$ cat src/include/cbpw_params.svh
// constants of the bridge power and wake block
// assumes it is included by its bare name from include/
`ifndef CBPW_PARAMS_SVH
`define CBPW_PARAMS_SVH

// address spaces on the configuration port
`define CBPW_SPACE_CFG 2'h0
`define CBPW_SPACE_EXCA 2'h1
`define CBPW_SPACE_CB 2'h2

// configuration space byte addresses
`define CBPW_OFF_COMMAND 8'h04
`define CBPW_OFF_STATUS 8'h06
`define CBPW_OFF_CAP_PTR 8'h14
`define CBPW_OFF_SYS_CTRL 8'h80
`define CBPW_OFF_EVENT 8'h88
`define CBPW_OFF_EVENT_EN 8'h89
`define CBPW_OFF_MF_ROUTE 8'h8c
`define CBPW_OFF_CARD_CTRL 8'h91
`define CBPW_OFF_PM_HDR 8'ha0
`define CBPW_OFF_PM_CAPS 8'ha2
`define CBPW_OFF_PM_CSR 8'ha4
// exca and cardbus socket spaces
`define CBPW_OFF_EXCA_INTGEN 8'h03
`define CBPW_OFF_CB_MASK 8'h04

// field positions
`define CBPW_BIT_IO_EN 0
`define CBPW_BIT_MEM_EN 1
`define CBPW_BIT_CAPABILITY_LIST_FLAG 4
`define CBPW_BIT_PIN_SEL 0
`define CBPW_BIT_ROUTE_MF2 0
`define CBPW_BIT_ROUTE_MF4 1
`define CBPW_BIT_RING_OE 7
`define CBPW_BIT_RING_MASK 7
`define CBPW_BIT_CSC_MASK 0
`define CBPW_BIT_PME_EN 8
`define CBPW_BIT_PME_STS 15
`define CBPW_BIT_EV_RING 0
`define CBPW_BIT_EV_CSC 1
`define CBPW_BIT_EV_WAKE 2

// fixed read values
`define CBPW_CAP_PTR_VAL 8'ha0
`define CBPW_PM_CAP_ID 8'h01
`define CBPW_PM_NEXT 8'h00
`define CBPW_PM_CAPS_VAL 16'h0002
`define CBPW_EVENT_BITS 8'h07

`endif

$ cat src/include/cbpw_pkg.sv
// types of the bridge power and wake block
// assumes nothing beyond a SystemVerilog compiler
package cbpw_pkg;

    typedef enum logic [5:0] {
        CBPW_D0_UNINIT = 6'h01,
        CBPW_D0_ACTIVE = 6'h02,
        CBPW_D1 = 6'h04,
        CBPW_D2 = 6'h08,
        CBPW_D3_HOT = 6'h10,
        CBPW_D3_COLD = 6'h20
    } cbpw_pstate_t;

    typedef struct packed {
        logic rd;
        logic wr;
        logic [1:0] space;
        logic [7:0] addr;
        logic [3:0] be;
        logic [31:0] wdata;
    } cbpw_cfg_req_t;

    typedef struct packed {
        logic card_ring_input;
        logic card16_powered;
        logic cardbus_powered;
        logic cardbus_wake_request;
        logic cardbus_status_change;
    } cbpw_card_t;

endpackage

$ cat src/design/cbpw_wake_route.sv
// ring/wake event masking and pin routing, all outputs registered
// assumes card inputs are synchronous to clk; stays live during sleep-hold
`include "cbpw_params.svh"
`timescale 1ns/1ps
`default_nettype none

module cbpw_wake_route
    import cbpw_pkg::*;
(
    input wire logic clk,
    input wire logic reset,
    input wire cbpw_card_t card,
    input wire logic ring_mask_enable,
    input wire logic status_change_mask,
    input wire logic ring_output_enable,
    input wire logic ring_pin_select,
    input wire logic route_mf2,
    input wire logic route_mf4,
    input wire logic pme_active,
    output logic ring_event,
    output logic csc_event,
    output logic wake_event,
    output logic ring_pme_pin_n,
    output logic multifunction_pin_two_n,
    output logic multifunction_pin_four_n
);

    logic ring_src;
    logic wake_src;
    logic csc_src;
    logic ring_wake;

    // ring only counts with a powered 16-bit card
    assign ring_src = card.card_ring_input & card.card16_powered & ring_mask_enable;
    // wake from a powered-down card, shares the status-change mask
    assign wake_src = card.cardbus_wake_request & ~card.cardbus_powered
        & status_change_mask;
    assign csc_src = card.cardbus_status_change & card.cardbus_powered & status_change_mask;
    assign ring_wake = (ring_src | wake_src | csc_src) & ring_output_enable;

    always_ff @(posedge clk or posedge reset) begin
        if (reset) begin
            ring_event <= 1'b0;
            csc_event <= 1'b0;
            wake_event <= 1'b0;
        end else begin
            ring_event <= ring_src;
            csc_event <= csc_src;
            wake_event <= wake_src;
        end
    end

    // shared pin: ring/wake wins while ring output enable is set; with it clear pme drives the pin
    always_ff @(posedge clk or posedge reset) begin
        if (reset) begin
            ring_pme_pin_n <= 1'b1;
            multifunction_pin_two_n <= 1'b1;
            multifunction_pin_four_n <= 1'b1;
        end else if (!ring_pin_select) begin
            ring_pme_pin_n <= ~(ring_output_enable ? ring_wake : pme_active);
            multifunction_pin_two_n <= 1'b1;
            multifunction_pin_four_n <= 1'b1;
        end else begin
            ring_pme_pin_n <= ~pme_active;
            multifunction_pin_two_n <= ~(ring_wake & route_mf2);
            multifunction_pin_four_n <= ~(ring_wake & route_mf4);
        end
    end

endmodule

`default_nettype wire

$ cat src/design/cbpw_top.sv
// power state, wake context, suspend and event registers of the bridge
// assumes a config port synchronous to the host bus clock, one request at a time
// Overview of operation
// - sleep-hold blocks both resets, so no register is cleared by them
// - sleep-hold floats bus outputs and gates clock unless grant is active
// - ring/wake and multifunction outputs keep working during sleep-hold
// - ring, wake request or status change may drive the ring/wake output
// - card ring passes only with ring mask set and 16-bit card powered
// - cardbus wake uses the same status-change mask bit 0
// - ring/wake needs ring output enable; routes to shared or multifunction pins
// - pme signalling needs the wake-event enable bit 8
// - pin select 0 shares the pin; ring/wake wins with ring output enable set, else pme drives it
// - no pme and no events while in uninitialized full power
// - io and memory enable both set moves uninitialized to active
// - host reset release leaves D3cold to uninit; global reset forces uninit
// - two-bit power field shows only D0, D1, D2 and D3hot
// - capability list flag in status reads one
// - capability pointer sits at 14h and points at the first block
// - power block starts with id 01h and next pointer zero
// - block at A0h: id, next, caps, control/status, extensions, data
// - global reset returns every register to its default
// - host reset keeps wake context when pme enabled, else clears it too; routing, event enable and event status stay
// - system event when a status bit and its enable are both set
// - wake-event enable set stops host reset clearing wake-context bits
// - sleep-hold gates host reset, global reset and the bus clock
`include "cbpw_params.svh"
`timescale 1ns/1ps
`default_nettype none

module cbpw_top
    import cbpw_pkg::*;
(
    input wire logic clk,
    input wire logic reset,
    input wire logic global_reset_in,
    input wire logic host_bus_reset_in,
    input wire logic sleep_hold,
    input wire logic bus_grant,
    input wire cbpw_cfg_req_t cfg_req,
    input wire cbpw_card_t card,
    output logic cfg_ack,
    output logic [31:0] cfg_rdata,
    output logic host_bus_float,
    output logic bus_clock_gated,
    output logic system_event,
    output logic [1:0] power_state_field,
    output logic d0_active,
    output logic ring_pme_pin_n,
    output logic multifunction_pin_two_n,
    output logic multifunction_pin_four_n
);

    function automatic logic hit(input cbpw_cfg_req_t r, input logic [1:0] sp,
                                 input logic [7:0] off);
        hit = (r.space == sp) && (r.addr[7:2] == off[7:2]);
    endfunction

    function automatic logic [7:0] lane(input cbpw_cfg_req_t r, input logic [7:0] off);
        lane = r.wdata[off[1:0]*8 +: 8];
    endfunction

    function automatic logic lane_on(input cbpw_cfg_req_t r, input logic [7:0] off);
        lane_on = r.be[off[1:0]];
    endfunction

    cbpw_pstate_t pstate;
    cbpw_pstate_t next_pstate;
    logic io_en;
    logic mem_en;
    logic ring_pin_select;
    logic route_mf2;
    logic route_mf4;
    logic ring_output_enable;
    logic ring_mask_enable;
    logic status_change_mask;
    logic pme_enable;
    logic pme_status;
    logic [7:0] event_status;
    logic [7:0] event_enable;
    logic bus_gate;
    logic global_clear;
    logic host_clear;
    logic ordinary_clear;
    logic context_clear;
    logic wr_ok;
    logic rd_ok;
    logic ring_event;
    logic csc_event;
    logic wake_event;
    logic pme_active;
    logic [7:0] event_set;
    logic [7:0] event_w1c;
    logic pm_wr;
    logic [1:0] next_field;
    logic [31:0] next_rdata;

    // both resets pass only while sleep-hold is low
    assign global_clear = global_reset_in & ~sleep_hold;
    assign host_clear = host_bus_reset_in & ~sleep_hold;
    assign ordinary_clear = global_clear | host_clear;
    // wake context survives host reset only with pme enabled
    assign context_clear = global_clear | (host_clear & ~pme_enable);

    // a transaction under grant finishes before the clock is gated
    assign bus_gate = sleep_hold & ~bus_grant;
    assign wr_ok = cfg_req.wr & ~bus_gate & ~ordinary_clear;
    assign rd_ok = cfg_req.rd & ~bus_gate;

    assign pm_wr = wr_ok && hit(cfg_req, `CBPW_SPACE_CFG, `CBPW_OFF_PM_CSR);

    assign event_set = {5'h00, wake_event, csc_event, ring_event};
    assign event_w1c = (wr_ok && hit(cfg_req, `CBPW_SPACE_CFG, `CBPW_OFF_EVENT)
        && lane_on(cfg_req, `CBPW_OFF_EVENT)) ? lane(cfg_req, `CBPW_OFF_EVENT) : 8'h00;

    // uninitialized full power may not signal pme
    assign pme_active = pme_enable & pme_status & (pstate != CBPW_D0_UNINIT);

    always_ff @(posedge clk or posedge reset) begin
        if (reset) begin
            host_bus_float <= 1'b0;
            bus_clock_gated <= 1'b0;
        end else begin
            host_bus_float <= bus_gate;
            bus_clock_gated <= bus_gate;
        end
    end

    // command enables clear on either reset
    always_ff @(posedge clk or posedge reset) begin
        if (reset) begin
            io_en <= 1'b0;
            mem_en <= 1'b0;
        end else if (ordinary_clear) begin
            io_en <= 1'b0;
            mem_en <= 1'b0;
        end else if (wr_ok && hit(cfg_req, `CBPW_SPACE_CFG, `CBPW_OFF_COMMAND)
                     && lane_on(cfg_req, `CBPW_OFF_COMMAND)) begin
            io_en <= cfg_req.wdata[`CBPW_BIT_IO_EN];
            mem_en <= cfg_req.wdata[`CBPW_BIT_MEM_EN];
        end
    end

    // routing and enables clear only on global reset
    always_ff @(posedge clk or posedge reset) begin
        if (reset) begin
            ring_pin_select <= 1'b0;
            route_mf2 <= 1'b0;
            route_mf4 <= 1'b0;
            ring_output_enable <= 1'b0;
            event_enable <= 8'h00;
        end else if (global_clear) begin
            ring_pin_select <= 1'b0;
            route_mf2 <= 1'b0;
            route_mf4 <= 1'b0;
            ring_output_enable <= 1'b0;
            event_enable <= 8'h00;
        end else if (wr_ok) begin
            if (hit(cfg_req, `CBPW_SPACE_CFG, `CBPW_OFF_SYS_CTRL)
                && lane_on(cfg_req, `CBPW_OFF_SYS_CTRL)) begin
                ring_pin_select <= cfg_req.wdata[`CBPW_BIT_PIN_SEL];
            end
            if (hit(cfg_req, `CBPW_SPACE_CFG, `CBPW_OFF_MF_ROUTE)
                && lane_on(cfg_req, `CBPW_OFF_MF_ROUTE)) begin
                route_mf2 <= cfg_req.wdata[`CBPW_BIT_ROUTE_MF2];
                route_mf4 <= cfg_req.wdata[`CBPW_BIT_ROUTE_MF4];
            end
            if (hit(cfg_req, `CBPW_SPACE_CFG, `CBPW_OFF_CARD_CTRL)
                && lane_on(cfg_req, `CBPW_OFF_CARD_CTRL)) begin
                ring_output_enable <= cfg_req.wdata[8 + `CBPW_BIT_RING_OE];
            end
            if (hit(cfg_req, `CBPW_SPACE_CFG, `CBPW_OFF_EVENT_EN)
                && lane_on(cfg_req, `CBPW_OFF_EVENT_EN)) begin
                event_enable <= lane(cfg_req, `CBPW_OFF_EVENT_EN) & `CBPW_EVENT_BITS;
            end
        end
    end

    // event status: hardware set beats a write-one clear
    always_ff @(posedge clk or posedge reset) begin
        if (reset) begin
            event_status <= 8'h00;
        end else if (global_clear) begin
            event_status <= 8'h00;
        end else begin
            event_status <= ((event_status & ~event_w1c) | event_set) & `CBPW_EVENT_BITS;
        end
    end

    // socket masks: ring mask is ordinary, status-change mask is wake context
    always_ff @(posedge clk or posedge reset) begin
        if (reset) begin
            ring_mask_enable <= 1'b0;
        end else if (ordinary_clear) begin
            ring_mask_enable <= 1'b0;
        end else if (wr_ok && hit(cfg_req, `CBPW_SPACE_EXCA, `CBPW_OFF_EXCA_INTGEN)
                     && lane_on(cfg_req, `CBPW_OFF_EXCA_INTGEN)) begin
            ring_mask_enable <= cfg_req.wdata[24 + `CBPW_BIT_RING_MASK];
        end
    end

    always_ff @(posedge clk or posedge reset) begin
        if (reset) begin
            status_change_mask <= 1'b0;
        end else if (context_clear) begin
            status_change_mask <= 1'b0;
        end else if (wr_ok && hit(cfg_req, `CBPW_SPACE_CB, `CBPW_OFF_CB_MASK)
                     && lane_on(cfg_req, `CBPW_OFF_CB_MASK)) begin
            status_change_mask <= cfg_req.wdata[`CBPW_BIT_CSC_MASK];
        end
    end

    // pme enable and status are wake context
    always_ff @(posedge clk or posedge reset) begin
        if (reset) begin
            pme_enable <= 1'b0;
            pme_status <= 1'b0;
        end else if (context_clear) begin
            pme_enable <= 1'b0;
            pme_status <= 1'b0;
        end else begin
            if (pm_wr && cfg_req.be[1]) begin
                pme_enable <= cfg_req.wdata[`CBPW_BIT_PME_EN];
            end
            // a new wake in the clearing cycle is kept
            pme_status <= (pme_status & ~(pm_wr && cfg_req.be[1]
                && cfg_req.wdata[`CBPW_BIT_PME_STS])) | ring_event | wake_event | csc_event;
        end
    end

    always_comb begin
        next_field = cfg_req.wdata[1:0];
        next_pstate = pstate;
        if (global_clear) begin
            next_pstate = CBPW_D0_UNINIT;
        end else if (host_clear) begin
            // host reset from D3hot is the power-removed state
            if (pstate == CBPW_D3_HOT || pstate == CBPW_D3_COLD) begin
                next_pstate = CBPW_D3_COLD;
            end else begin
                next_pstate = CBPW_D0_UNINIT;
            end
        end else begin
            unique case (pstate)
                CBPW_D3_COLD: begin
                    next_pstate = CBPW_D0_UNINIT;
                end
                CBPW_D0_UNINIT: begin
                    if (io_en && mem_en) begin
                        next_pstate = CBPW_D0_ACTIVE;
                    end else if (pm_wr && cfg_req.be[0] && next_field != 2'h0) begin
                        next_pstate = (next_field == 2'h1) ? CBPW_D1 :
                            (next_field == 2'h2) ? CBPW_D2 : CBPW_D3_HOT;
                    end
                end
                CBPW_D0_ACTIVE, CBPW_D1, CBPW_D2, CBPW_D3_HOT: begin
                    if (pm_wr && cfg_req.be[0]) begin
                        next_pstate = (next_field == 2'h0) ? CBPW_D0_ACTIVE :
                            (next_field == 2'h1) ? CBPW_D1 :
                            (next_field == 2'h2) ? CBPW_D2 : CBPW_D3_HOT;
                    end
                end
                default: begin
                    next_pstate = CBPW_D0_UNINIT;
                end
            endcase
        end
    end

    always_ff @(posedge clk or posedge reset) begin
        if (reset) begin
            pstate <= CBPW_D0_UNINIT;
        end else begin
            pstate <= next_pstate;
        end
    end

    // D3cold is not software visible; it reads as D3hot
    always_ff @(posedge clk or posedge reset) begin
        if (reset) begin
            power_state_field <= 2'h0;
            d0_active <= 1'b0;
        end else begin
            unique case (next_pstate)
                CBPW_D1: power_state_field <= 2'h1;
                CBPW_D2: power_state_field <= 2'h2;
                CBPW_D3_HOT, CBPW_D3_COLD: power_state_field <= 2'h3;
                default: power_state_field <= 2'h0;
            endcase
            d0_active <= (next_pstate == CBPW_D0_ACTIVE);
        end
    end

    // events stay quiet until the function is configured
    always_ff @(posedge clk or posedge reset) begin
        if (reset) begin
            system_event <= 1'b0;
        end else begin
            system_event <= (|(event_status & event_enable))
                && (pstate != CBPW_D0_UNINIT);
        end
    end

    always_comb begin
        next_rdata = 32'h0000_0000;
        unique case (cfg_req.space)
            `CBPW_SPACE_CFG: begin
                unique case ({2'h0, cfg_req.addr[7:2]})
                    `CBPW_OFF_COMMAND >> 2: begin
                        next_rdata[`CBPW_BIT_IO_EN] = io_en;
                        next_rdata[`CBPW_BIT_MEM_EN] = mem_en;
                        next_rdata[16 + `CBPW_BIT_CAPABILITY_LIST_FLAG] = 1'b1;
                    end
                    `CBPW_OFF_CAP_PTR >> 2: next_rdata[7:0] = `CBPW_CAP_PTR_VAL;
                    `CBPW_OFF_SYS_CTRL >> 2: next_rdata[`CBPW_BIT_PIN_SEL] = ring_pin_select;
                    `CBPW_OFF_EVENT >> 2: next_rdata[15:0] = {event_enable, event_status};
                    `CBPW_OFF_MF_ROUTE >> 2: next_rdata[1:0] = {route_mf4, route_mf2};
                    `CBPW_OFF_CARD_CTRL >> 2: next_rdata[8 + `CBPW_BIT_RING_OE] =
                        ring_output_enable;
                    `CBPW_OFF_PM_HDR >> 2: next_rdata = {`CBPW_PM_CAPS_VAL, `CBPW_PM_NEXT,
                        `CBPW_PM_CAP_ID};
                    `CBPW_OFF_PM_CSR >> 2: begin
                        next_rdata[1:0] = power_state_field;
                        next_rdata[`CBPW_BIT_PME_EN] = pme_enable;
                        next_rdata[`CBPW_BIT_PME_STS] = pme_status;
                    end
                    default: next_rdata = 32'h0000_0000;
                endcase
            end
            `CBPW_SPACE_EXCA: begin
                if (hit(cfg_req, `CBPW_SPACE_EXCA, `CBPW_OFF_EXCA_INTGEN)) begin
                    next_rdata[24 + `CBPW_BIT_RING_MASK] = ring_mask_enable;
                end
            end
            `CBPW_SPACE_CB: begin
                if (hit(cfg_req, `CBPW_SPACE_CB, `CBPW_OFF_CB_MASK)) begin
                    next_rdata[`CBPW_BIT_CSC_MASK] = status_change_mask;
                end
            end
            default: next_rdata = 32'h0000_0000;
        endcase
    end

    always_ff @(posedge clk or posedge reset) begin
        if (reset) begin
            cfg_ack <= 1'b0;
            cfg_rdata <= 32'h0000_0000;
        end else begin
            cfg_ack <= rd_ok | (cfg_req.wr & ~bus_gate);
            cfg_rdata <= rd_ok ? next_rdata : 32'h0000_0000;
        end
    end

    // ring/wake path runs on during sleep-hold; only its own enables stop it
    cbpw_wake_route u_route (
        .clk(clk),
        .reset(reset),
        .card(card),
        .ring_mask_enable(ring_mask_enable),
        .status_change_mask(status_change_mask),
        .ring_output_enable(ring_output_enable),
        .ring_pin_select(ring_pin_select),
        .route_mf2(route_mf2),
        .route_mf4(route_mf4),
        .pme_active(pme_active),
        .ring_event(ring_event),
        .csc_event(csc_event),
        .wake_event(wake_event),
        .ring_pme_pin_n(ring_pme_pin_n),
        .multifunction_pin_two_n(multifunction_pin_two_n),
        .multifunction_pin_four_n(multifunction_pin_four_n)
    );

endmodule

`default_nettype wire

$ cat config.mk
export PLATFORM = sky130hd
export DESIGN_NAME = cbpw_top
export DESIGN_NICKNAME = d
export VERILOG_FILES = /design/src/include/cbpw_pkg.sv /design/src/design/cbpw_wake_route.sv /design/src/design/cbpw_top.sv
export VERILOG_INCLUDE_DIRS = /design/src /design/src/include
export SDC_FILE = /design/constraint.sdc
export NUM_CORES = 1
export LEC_CHECK = 0
export BUFFER_PORTS_ARGS = -buffer_cell sky130_fd_sc_hd__buf_2
export CAP_MARGIN = 15
export CORE_UTILIZATION = 52
export DETAILED_ROUTE_END_ITERATION = 8
export GPL_TIMING_DRIVEN = 0
export PLACE_DENSITY = 0.89
export SLEW_MARGIN = 30
export SYNTH_ARGS = -nofsm -noshare
export SYNTH_HDL_FRONTEND = slang
export SYNTH_SLANG_ARGS = --single-unit
$ cat constraint.sdc
create_clock -name clk -period 3.1 [get_ports clk]
set_input_delay 0.62 -clock clk [delete_from_list [all_inputs] [get_ports clk]]
set_output_delay 0.62 -clock clk [all_outputs]
set_load 0.005 [all_outputs]
==> results.md <==
- Status: completed
- Startpoint Class: flip-flop
- Tcrit/Tclk final: 70.4%
- Post-synth EDFFs: 0
- Place WS: 643 ps
- Crit-path max FO: 7
- H-tree depth: 2
- Initial antenna violation count: 0
- Total gr overflow: 0
- M2 GR Usage: 39.0%
- Post-CTS Resized: 0
- CTS clk-pin slew, worst paths: 90 ps
- First-pass GRT wire length: 8770 um
- Min Clock Period, post-route: 2180 ps
- Clock tree root driver cell: clkbuf_8
- GR peak layer: met2
- Share of post-route cells with drive strength above 1: 31.8%
- Final hold viol count: 0
- Setup bufs post-CTS: 0
- Total track usage: 22.5%
- Core ar.: 4440 um^2
- Antenna cells: 0
- Crit. End Element: flip-flop
- Hold buffers post-CTS: 0
- Global routing usage on met1: 28.5%
- DR DRC count: 0
- P per Cell Area: 358 nW/um^2
- Rows: 24
- Hold crit path type: in -> async
- CP peak stage delay: 460 ps
- RSZ-0062 raised after global routing: no
- Worst EP arrival: 2360 ps
- Setup_tns: 0 ps
- Starting density of the core: 55.4%
- Netlist cell types: 55
- Max Slew Vio Count: 0
- Global routing usage on met3: 3.28%
- TritonCTS clock tree: done
- Die H: 70.8 um
- Post-synth ARST share: 100%
- Final core area utilization: 67.0%
- Ports: 101
- Worst path required time: 3280 ps
- Final WS setup: 918 ps
- Vias in the first global route: 1928
- Post-synthesis instance total: 249
- Register area share after synthesis: 45.9%
- Synth Cell Area: 2460 um^2
- Post-DR vias/cell: 5.25
- Maximum vdd drop: 171 uV
- Port bufs: 53
- Crit path kind: reg -> reg
- Top FF cell, synth: dfrtp_1
- Largest net degree at the start of global routing: 26
- Routed WL: 5280 um
- Worst path cell trace: nor4b_1 > a211oi_2 > o22ai_1 > a32oi_1 > xor2_1 > o41ai_1
- Leakage dissipation: 0.00154 uW
- Commonest cells after routing, fill and taps aside: buf_2 (53), dfrtp_1 (41), nor2_1 (30)
- DR pass1 iterations: 6
- YS warnings: 0
- Chip Width: 70.8 um
- Layout Skew: 6.47 ps
- Max frequency: 458 MHz
- Synth-to-Final Area Change: 21.0%
- Drt wl/cell: 13.8 um
- DRT antenna net count: 0
- CTS Buf Count: 5
- Number of nets in the layout: 392
- Most common cell after layout, fill and taps aside: buf_2
- Worst-Skew Late Latency: 300 ps
- Setup violation total in the final timing report: 0
- Syn Area/Cell: 9.89 um^2
- CTS Sinks: 45
- Hold WS: 323 ps
- Max Root-Sink Buffers: 2
- Via Count: 2007
- Die area: 5010 um^2
- Crit path max-delay cell type: dfrtp_1
- Detailed Place HPWL: 4110 um
- Register bit total from synthesis: 45
- 1st-iter DRT viols: 187
- Max-Cap Viols: 0
- Placer Congestion: 0.859
## cell families (layout without fill, tap and decap cells)
logic type,count (synthesis),after routing,share of synthesized area [%]
AO/OA/AOI/OAI,42,42,13.1
XOR/XNOR,3,3,1.07
adder cells (fa/ha/maj),4,4,2.03
buffers and inverters,40,102,9.60
flip-flops,45,45,45.9
multiplexers,11,11,4.47
other,1,20,0.152
AND/OR/NAND/NOR,103,103,23.6
## final timing paths
path / from / to / slack (ps) / cells after the start
max in group asynchronous: reset / u_route.multifunction_pin_two_n / 2210 / 3
min in group clk: route_mf2 / u_route.multifunction_pin_two_n / 470 / 1
worst max-delay path: pstate[4] / power_state_field[0] / 920 / 6
worst min register to register: route_mf2 / u_route.multifunction_pin_two_n / 470 / 1
worst min-delay path: reset / cfg_rdata[8] / 320 / 2
worst max register to register: pstate[4] / power_state_field[0] / 920 / 6
## per-stage QoR
step	std cells	instance area [um^2]	power (uW)
6_report	382	2980	1070
4_1_cts	382	2980	1070
2_1_floorplan	268	2530	666
3_3_place_gp	373	2860	709
3_5_place_dp	374	2890	716
5_1_grt	382	2980	1110
## registers in the layout, summed over array words and instances (netlist names), 2 cells and up
name and flops:
cfg_rdata 11, event_enable 3, event_status 3, power_state_field 2
pstate 6
## critical path, delay by kind of cell (launching register included)
kind,cells,cell delay (ps)
AND/OR/NAND/NOR,1,190
XOR/XNOR,1,120
AO/OA/AOI/OAI,4,1290
flip-flops,1,460
## synth_stat cells (2+ instances only)
cell | number | area [um^2]
nand4_1 | 4 | 25.0
nor3b_1 | 3 | 22.5
nand3_1 | 8 | 40.0
clkbuf_1 | 3 | 11.3
a22oi_1 | 3 | 22.5
nand2_1 | 17 | 63.8
o211a_1 | 2 | 20.0
nor3_1 | 9 | 45.0
nor4b_4 | 2 | 47.6
nor4b_1 | 4 | 35.0
and4_1 | 2 | 17.5
buf_4 | 23 | 173
and3_1 | 6 | 37.5
and2_1 | 5 | 31.3
a21oi_1 | 9 | 45.0
o21ai_0 | 8 | 40.0
dfstp_2 | 4 | 105
or2_2 | 2 | 12.5
mux2i_1 | 11 | 110
a211oi_2 | 2 | 25.0
nor2_1 | 30 | 113
inv_1 | 13 | 48.8
dfrtp_1 | 41 | 1030
xor2_1 | 3 | 26.3
ha_1 | 4 | 50.1
nor2b_1 | 2 | 12.5
## per-layer routing
| layer | vias to the layer above | wire length, um |
|---|---|---|
| met4 | 0 | 90 |
| met1 | 935 | 2320 |
| li1 | 996 | - |
| met3 | 8 | 264 |
| met2 | 68 | 2600 |
| met5 | - | 0 |
## power breakdown
group	internal (uW)	total (uW)	switching (uW)
logic	51.1	116	65.2
clock network	159	361	202
registers	589	590	0.777
total	799	1070	268
## final cells by class
class                      instances  area [um^2]
multi-input combinational        183         1170
sequential                        45         1130
inverter                          13         48.8
tap                               52         65.1
timing repair buffer              54          293
clock inverter                     2         15.0
buffer                            27          188
clock buffer                       6         72.6
fill                             360         1470
No activity file was read; power rests on OpenSTA's default activity.
